## src/rpcs_consts.vh

```
`ifndef RPCS_CONSTS_VH
`define RPCS_CONSTS_VH
// ----------------------------------------
// Link port register fields
// ----------------------------------------
`define RPCS_LS_STATE_LSB   8
`define RPCS_LS_RUNNING     11
`define RPCS_LS_AUTOSTART   12
`define RPCS_LS_START       13
`define RPCS_LS_DISABLE     14
`define RPCS_LS_DEACT       15
`define RPCS_LS_RATE_LSB    16
`define RPCS_LS_RATE_MSB    22
`define RPCS_LS_AUTO_RST    1'b1
`define RPCS_LS_CTRL_RST    1'b0
`define RPCS_LS_RATE_HI_RST 4'h0
// ----------------------------------------
// Link interface state codes
// ----------------------------------------
`define RPCS_ST_ERR_RESET   3'h0
`define RPCS_ST_ERR_WAIT    3'h1
`define RPCS_ST_READY       3'h2
`define RPCS_ST_STARTED     3'h3
`define RPCS_ST_CONNECTING  3'h4
`define RPCS_ST_RUN         3'h5
// ----------------------------------------
// External port status fields
// ----------------------------------------
`define RPCS_EX_ERR_ACT     0
`define RPCS_EX_ADDR_ERR    1
`define RPCS_EX_TMO_ERR     2
`define RPCS_EX_IN_EMPTY    3
`define RPCS_EX_IN_FULL     4
`define RPCS_EX_OUT_EMPTY   5
`define RPCS_EX_OUT_FULL    6
`endif

```

## src/rpcs_port_regs.v

```verilog
`timescale 1ns/1ps
`include "rpcs_consts.vh"
// What this block does
// - Setting the start bit makes the link actively start a connection.
// - Setting the disable bit stops the link starting or answering the far end.
// - With deactivate set, data and strobe outputs are off in ErrorReset, ErrorWait, Ready.
// - On deactivation the data output goes off one clock before the strobe output.
// - The seven-bit transmit rate field sets the transmitter signalling rate.
// - On the first clock after reset the low three rate bits load from straps and the rest clear.
// - The external summary error bit is set whenever any external error bit is set.
// - The external address error sets on a bad address or an empty packet.
// - The external timeout error sets when the output stays blocked too long.
// - Bits 3 and 4 show external input buffer empty and full.
// - Bits 5 and 6 show external output buffer empty and full.
// - Error bits hold until the error-active clear, not a port register write.
// - Auto-start resets to one and starts the link when the far end tries.
// - Bits 10:8 report the link interface state.
module rpcs_port_regs #(
    parameter RATE_W = 7
) (
    // Clock and reset
    input  wire        mclk_i,
    input  wire        rst_i,
    // Rate straps
    input  wire [2:0]  rate_strap_i,
    // Link port register access
    input  wire        link_wr_i,
    input  wire [31:0] link_wdata_i,
    output reg  [31:0] link_rdata_o,
    // External port register read
    output reg  [31:0] ext_rdata_o,
    // Error clear from error-active register write
    input  wire        err_clear_i,
    // Link interface
    input  wire [2:0]  link_state_i,
    output reg         link_start_o,
    output reg         link_auto_o,
    output reg         link_disable_o,
    output reg  [RATE_W-1:0] transmit_rate_setting_o,
    output reg         dout_en_o,
    output reg         sout_en_o,
    // External port events
    input  wire        ext_addr_err_i,
    input  wire        ext_empty_pkt_i,
    input  wire        ext_tmo_err_i,
    input  wire        ext_in_empty_i,
    input  wire        ext_in_full_i,
    input  wire        ext_out_empty_i,
    input  wire        ext_out_full_i
);
    // ----------------------------------------
    // Internal state
    // ----------------------------------------
    reg              auto_reg;
    reg              auto_next;
    reg              start_reg;
    reg              start_next;
    reg              dis_reg;
    reg              dis_next;
    reg              deact_reg;
    reg              deact_next;
    reg [RATE_W-1:0] rate_reg;
    reg [RATE_W-1:0] rate_next;
    reg              strap_pend_reg;
    reg              addr_err_reg;
    reg              addr_err_next;
    reg              tmo_err_reg;
    reg              tmo_err_next;
    reg              dout_en_next;
    reg              sout_en_next;
    reg [31:0]       link_rdata_next;
    reg [31:0]       ext_rdata_next;
    wire             ena_state;
    wire             addr_evt;
    wire             err_act;

    // ----------------------------------------
    // Control field writes
    // ----------------------------------------
    always @* begin
        auto_next  = auto_reg;
        start_next = start_reg;
        dis_next   = dis_reg;
        deact_next = deact_reg;
        if (link_wr_i) begin
            auto_next  = link_wdata_i[`RPCS_LS_AUTOSTART];
            start_next = link_wdata_i[`RPCS_LS_START];
            dis_next   = link_wdata_i[`RPCS_LS_DISABLE];
            deact_next = link_wdata_i[`RPCS_LS_DEACT];
        end
    end

    // ----------------------------------------
    // Transmit rate field
    // ----------------------------------------
    // Straps win over a write on the capture edge
    always @* begin
        rate_next = rate_reg;
        if (strap_pend_reg) begin
            rate_next = {{(RATE_W-3){1'b0}}, rate_strap_i};
        end else if (link_wr_i) begin
            rate_next = link_wdata_i[`RPCS_LS_RATE_LSB +: RATE_W];
        end
    end

    // ----------------------------------------
    // Control registers
    // ----------------------------------------
    // Reset loads constants only; straps are taken once reset is gone
    always @(posedge mclk_i or posedge rst_i) begin
        if (rst_i) begin
            auto_reg       <= `RPCS_LS_AUTO_RST;
            start_reg      <= `RPCS_LS_CTRL_RST;
            dis_reg        <= `RPCS_LS_CTRL_RST;
            deact_reg      <= `RPCS_LS_CTRL_RST;
            rate_reg       <= {RATE_W{1'b0}};
            strap_pend_reg <= 1'b1;
        end else begin
            auto_reg       <= auto_next;
            start_reg      <= start_next;
            dis_reg        <= dis_next;
            deact_reg      <= deact_next;
            rate_reg       <= rate_next;
            strap_pend_reg <= 1'b0;
        end
    end

    // ----------------------------------------
    // Output enable mapping
    // ----------------------------------------
    assign ena_state = (link_state_i == `RPCS_ST_STARTED) ||
                       (link_state_i == `RPCS_ST_CONNECTING) ||
                       (link_state_i == `RPCS_ST_RUN);

    // Strobe holds one clock longer on turn-off; on turn-on data and strobe switch together
    always @* begin
        dout_en_next = ~deact_reg | ena_state;
        sout_en_next = dout_en_next | dout_en_o;
    end

    // ----------------------------------------
    // External error flags
    // ----------------------------------------
    assign addr_evt = ext_addr_err_i | ext_empty_pkt_i;

    // Set wins over a clear in the same clock, so no event is lost
    always @* begin
        addr_err_next = addr_err_reg;
        tmo_err_next  = tmo_err_reg;
        if (addr_evt) begin
            addr_err_next = 1'b1;
        end else if (err_clear_i) begin
            addr_err_next = 1'b0;
        end
        if (ext_tmo_err_i) begin
            tmo_err_next = 1'b1;
        end else if (err_clear_i) begin
            tmo_err_next = 1'b0;
        end
    end

    always @(posedge mclk_i or posedge rst_i) begin
        if (rst_i) begin
            addr_err_reg <= 1'b0;
            tmo_err_reg  <= 1'b0;
        end else begin
            addr_err_reg <= addr_err_next;
            tmo_err_reg  <= tmo_err_next;
        end
    end

    assign err_act = addr_err_reg | tmo_err_reg;

    // ----------------------------------------
    // Link port read image
    // ----------------------------------------
    // Low error bits of this register live elsewhere and read zero here
    always @* begin
        link_rdata_next = 32'h0;
        link_rdata_next[`RPCS_LS_STATE_LSB+2:`RPCS_LS_STATE_LSB] = link_state_i;
        link_rdata_next[`RPCS_LS_RUNNING]   = (link_state_i == `RPCS_ST_RUN);
        link_rdata_next[`RPCS_LS_AUTOSTART] = auto_reg;
        link_rdata_next[`RPCS_LS_START]     = start_reg;
        link_rdata_next[`RPCS_LS_DISABLE]   = dis_reg;
        link_rdata_next[`RPCS_LS_DEACT]     = deact_reg;
        link_rdata_next[`RPCS_LS_RATE_LSB +: RATE_W] = rate_reg;
    end

    // ----------------------------------------
    // External port read image
    // ----------------------------------------
    always @* begin
        ext_rdata_next = 32'h0;
        ext_rdata_next[`RPCS_EX_ERR_ACT]   = err_act;
        ext_rdata_next[`RPCS_EX_ADDR_ERR]  = addr_err_reg;
        ext_rdata_next[`RPCS_EX_TMO_ERR]   = tmo_err_reg;
        ext_rdata_next[`RPCS_EX_IN_EMPTY]  = ext_in_empty_i;
        ext_rdata_next[`RPCS_EX_IN_FULL]   = ext_in_full_i;
        ext_rdata_next[`RPCS_EX_OUT_EMPTY] = ext_out_empty_i;
        ext_rdata_next[`RPCS_EX_OUT_FULL]  = ext_out_full_i;
    end

    // ----------------------------------------
    // Output registers
    // ----------------------------------------
    // Every output leaves from a flop; reads lag the fields by one clock
    always @(posedge mclk_i or posedge rst_i) begin
        if (rst_i) begin
            link_start_o            <= 1'b0;
            link_auto_o             <= 1'b0;
            link_disable_o          <= 1'b0;
            transmit_rate_setting_o <= {RATE_W{1'b0}};
            dout_en_o               <= 1'b0;
            sout_en_o               <= 1'b0;
            link_rdata_o            <= 32'h0;
            ext_rdata_o             <= 32'h0;
        end else begin
            link_start_o            <= start_reg & ~dis_reg;
            link_auto_o             <= auto_reg & ~dis_reg;
            link_disable_o          <= dis_reg;
            transmit_rate_setting_o <= rate_reg;
            dout_en_o               <= dout_en_next;
            sout_en_o               <= sout_en_next;
            link_rdata_o            <= link_rdata_next;
            ext_rdata_o             <= ext_rdata_next;
        end
    end
endmodule // rpcs_port_regs

```

## config.mk

```make
export PLATFORM = sky130hd
export DESIGN_NAME = rpcs_port_regs
export DESIGN_NICKNAME = d
export VERILOG_FILES = /design/src/rpcs_port_regs.v
export VERILOG_INCLUDE_DIRS = /design/src /design/src/src
export SDC_FILE = /design/constraint.sdc
export NUM_CORES = 1
export LEC_CHECK = 0
export ABC_CLOCK_PERIOD_IN_PS = 1850
export CAP_MARGIN = 10
export CORE_ASPECT_RATIO = 2
export CORE_UTILIZATION = 60
export DETAILED_ROUTE_END_ITERATION = 8
export DONT_BUFFER_PORTS = 1
export PLACE_DENSITY = 0.75
export SETUP_SLACK_MARGIN = 0.05
export SYNTH_ARGS = -nofsm -noshare
export SYNTH_HDL_FRONTEND = slang
export SYNTH_SLANG_ARGS = --single-unit
```

## constraint.sdc

```tcl
create_clock -name mclk_i -period 1.85 [get_ports mclk_i]
set_input_delay 0.0925 -clock mclk_i [delete_from_list [all_inputs] [get_ports mclk_i]]
set_output_delay 0.0925 -clock mclk_i [all_outputs]
set_load 0.005 [all_outputs]
```

==> results by stage <==
Critical path:
- The kind of capture point of the worst setup path is a flip-flop.
- The setup check on the worst reg-to-reg path leaves a slack of ~0.48 ns.
- For the worst setup path, the data arrival time is 1.54 ns.
- The nature of the critical path startpoint is a flip-flop.
- The worst register-to-register path begins at strap_pend_reg$_DFF_PP1_.
- The worst setup path category is reg2reg.
- Data on the critical path is required at its endpoint by ~2.0 ns.
- The largest fanout of any net on the critical path is 10.
- The critical path startpoint is strap_pend_reg$_DFF_PP1_.

Timing:
- The count of final setup violators is 0.
- The clock period could shrink to around 1.4 ns.
- The minimum hold slack is approximately 0.033 ns.
- The number of hold violations in the final report is 0.
- For this run, the top clock speed supported by timing is between 700 and 800 MHz.
- The summed negative setup slack over all endpoints is 0 ns.
- Setup repair after global routing left no endpoint under its margin.
- The worst clock skew on the final layout is roughly 0.005 ns.
- The final critical-path share of the clock period is 74.25%.
- The final number of max-transition violations is 0.

Drt:
- The mean number of vias per cell is 4.418.
- After the first detailed-routing iteration, the DRC count stood at 3.
- Dividing the detail-routed wire length by the instance count gives ~14 um.
- The first-pass iteration count of the detailed router is 3.
- The detail route stage leaves a number of antenna-violating nets equal to 0.
- The via count is 835.
- For this run, design rule violations remaining after detail routing come to 0.
- The wire length reported by the detailed router is 2730 um.

Power and ir drop:
- IR analysis of the VDD net gives a maximum drop of 0.6082 mV.
- Total power for the finished layout comes to around 1700 uW.
- The power density over the cells is 890.9 nW/um^2.
- The leakage dissipation is about 0.00092 uW.

Floorplanning:
- The floorplan step defined a die boundary enclosing just under 3000 um^2.
- From left edge to right edge, the die measures between 30 and 40 um.
- The starting density of the core is a little under two thirds.
- In this run the core area contains 26 standard-cell rows.
- The die outline height is roughly 76 um.
- After floorplanning, the core was sized to cover between 2000 and 3000 um^2.
- During I/O placement, the number of pins put on the boundary was about 130.

Global route:
- After global routing the overflow that remains totals 0.
- Global routing used 20.24% of the available tracks across all layers.
- The via count of the first global-routing pass is ~820.
- The number of antenna violations at the first check in global routing is 0.
- The wire length of the first global-routing pass is slightly above 4000 um.
- Entering global routing, the biggest net connects 27 pins.

Logic synthesis:
- The per-instance average area after synthesis is roughly 13 um^2.
- The post-synth design cell area is around 1600 um^2.
- Ranked by total cell area, the synthesized netlist is headed by dfrtp_1 58%, buf_4 23%, mux2i_1 4.3%.
- The instance count of the mapped netlist is roughly 130.
- The fraction of synthesized cell area taken by the top area cell type is between 50 and 60%.
- After synthesis the netlist holds a flip-flop and latch count of 40.
- The Yosys step of the flow raised 0 warnings.
- The cell accounting for the most synthesized area is dfrtp_1.
- After synthesis, the netlist uses 21 different library cells.
- Sequential cells were found to cover between 60% and 70% of the synthesized design area.

Place:
- The placed wire-length estimate is between 1500 and 2000 um.
- At the end of routability-driven placement, the weighted congestion stood at roughly 0.7.
- After detailed placement, the total cell area comes to between 1000 and 1500 um^2.
- The quantity of I/O buffers inserted on ports is 0.

Final layout:
- After the last flow step, the layout net total stands at about 210.
- Fill cells in the final layout number a little under 200.
- The number of flip-flops under the largest register name is 9.
- The synthesis-to-finish area growth is 14.55%.
- The repair_antennas step left the layout with diodes totalling 0.
- The fraction of final layout cells sized beyond drive strength 1 is a little under a tenth.
- The total non-filler cell area in the finished layout is 1882 um^2.

Clock network:
- After clock tree synthesis, the repair step resized 0 gates.
- The post-CTS setup buffer count is 0.
- The clock tree root driver cell is clkbuf_8.
- The clock-pin slew on the worst setup and hold paths is approximately 0.07 ns.
- The maximum clock path buffer count is 2.
- The H-tree depth is 2.
- The CTS buffer count is 5.
- The CTS sink count is 40.
- The CTS tree is done.
- The source-to-sink clock delay at the later pin of the worst-skew pair is ~0.28 ns.

Job:
- The tool flagged a number of max-cap violations equal to 0.

Min path:
- The worst min-delay path startpoint is link_state_i[0].
- The min-delay analysis places its worst path in the category in2reg.

Status:
- The run finished with clean final reports.
## cell type report
cell class	count	area (um^2)	share of cell area, %
Clock buffer	7	76.32	4.056
Tap cell	28	35.03	1.862
Inverter	2	7.507	0.3989
Multi-Input combinational cell	75	399.1	21.21
Sequential cell	40	1003	53.32
Clock inverter	1	5.005	0.2660
Timing Repair Buffer	36	355.3	18.88
## power breakdown
part | internal [uW] | switching (uW)
registers | 940 | 47.3
clock network | 264 | 266
logic | 92.9 | 66.2
## layer usage
layer / GRT usage [%] / part of all wire (%) / vias to the layer above
met2: 34.33 / 58 / 50
li1: - / - / 371
met1: 18.67 / 31 / 409
met3: 7.872 / 8.7 / 5
met4: 11.38 / 2.3 / 0
met5: 0 / 0 / -
## cells in the mapped netlist (all sizes together)
library cell	number
a211o	1
a21o	1
buf	52
conb	1
dfrtp	38
dfstp	2
inv	2
mux2	4
mux2i	7
nand2	4
nand2b	1
nand3	1
nand3b	1
nand4b	1
nor2	5
nor2b	2
o21ai	3
or2	1
## worst max-delay path, cell delays in order, from the launching register on
cell,delay (ns)
dfstp_2,0.62
o21ai_1,0.09
dlygate4sd3_1,0.56
## repair_timing
item                       CTS  global route
setup endpoints to repair    0             0
hold endpoints to repair    62             0
hold buffers                34             0
## stage by stage
| stage | worst slack [ns] | cells | utilization (%) |
|---|---|---|---|
| floorplan | 0.8432 | 169 | - |
| CTS | 0.4819 | 189 | 73.22 |
| finish | 0.4764 | 189 | 73.22 |
| global placement | 1.037 | 147 | 56.82 |
| global route | 0.3854 | 189 | 73.22 |
| detailed placement | 1.031 | 147 | 56.82 |
## placed cells by master (no fill, tap or decap), drive strengths merged, types with 2 or more instances in the layout
cell type / count
inv: 2
nand2: 4
dfrtp: 38
mux2i: 7
buf: 2
dfstp: 2
o21ai: 3
nor2: 5
clkbuf: 7
conb: 43
nor2b: 2
dlygate4sd3: 34
mux2: 4
## worst paths after layout
check / endpoint / cells after the start
worst min register to register: transmit_rate_setting_o[3]$_DFF_PP0_ / 0
min in group asynchronous: link_rdata_o[13]$_DFF_PP0_ / 3
worst max register to register: rate_reg[0]$_DFFE_PP0P_ / 2
worst max-delay path: rate_reg[0]$_DFFE_PP0P_ / 2
max in group asynchronous: strap_pend_reg$_DFF_PP1_ / 3
worst min-delay path: sout_en_o$_DFF_PP0_ / 2
## kinds of logic after synthesis
kind of cell | count (synthesis) | synth area share, %
buf+inv | 54 | 24.22
mux | 11 | 7.692
simple gates | 16 | 4.875
compound gates | 5 | 1.904
flops | 40 | 61.08
other cells | 1 | 0.2283
No activity file was read; power rests on OpenSTA's default activity.
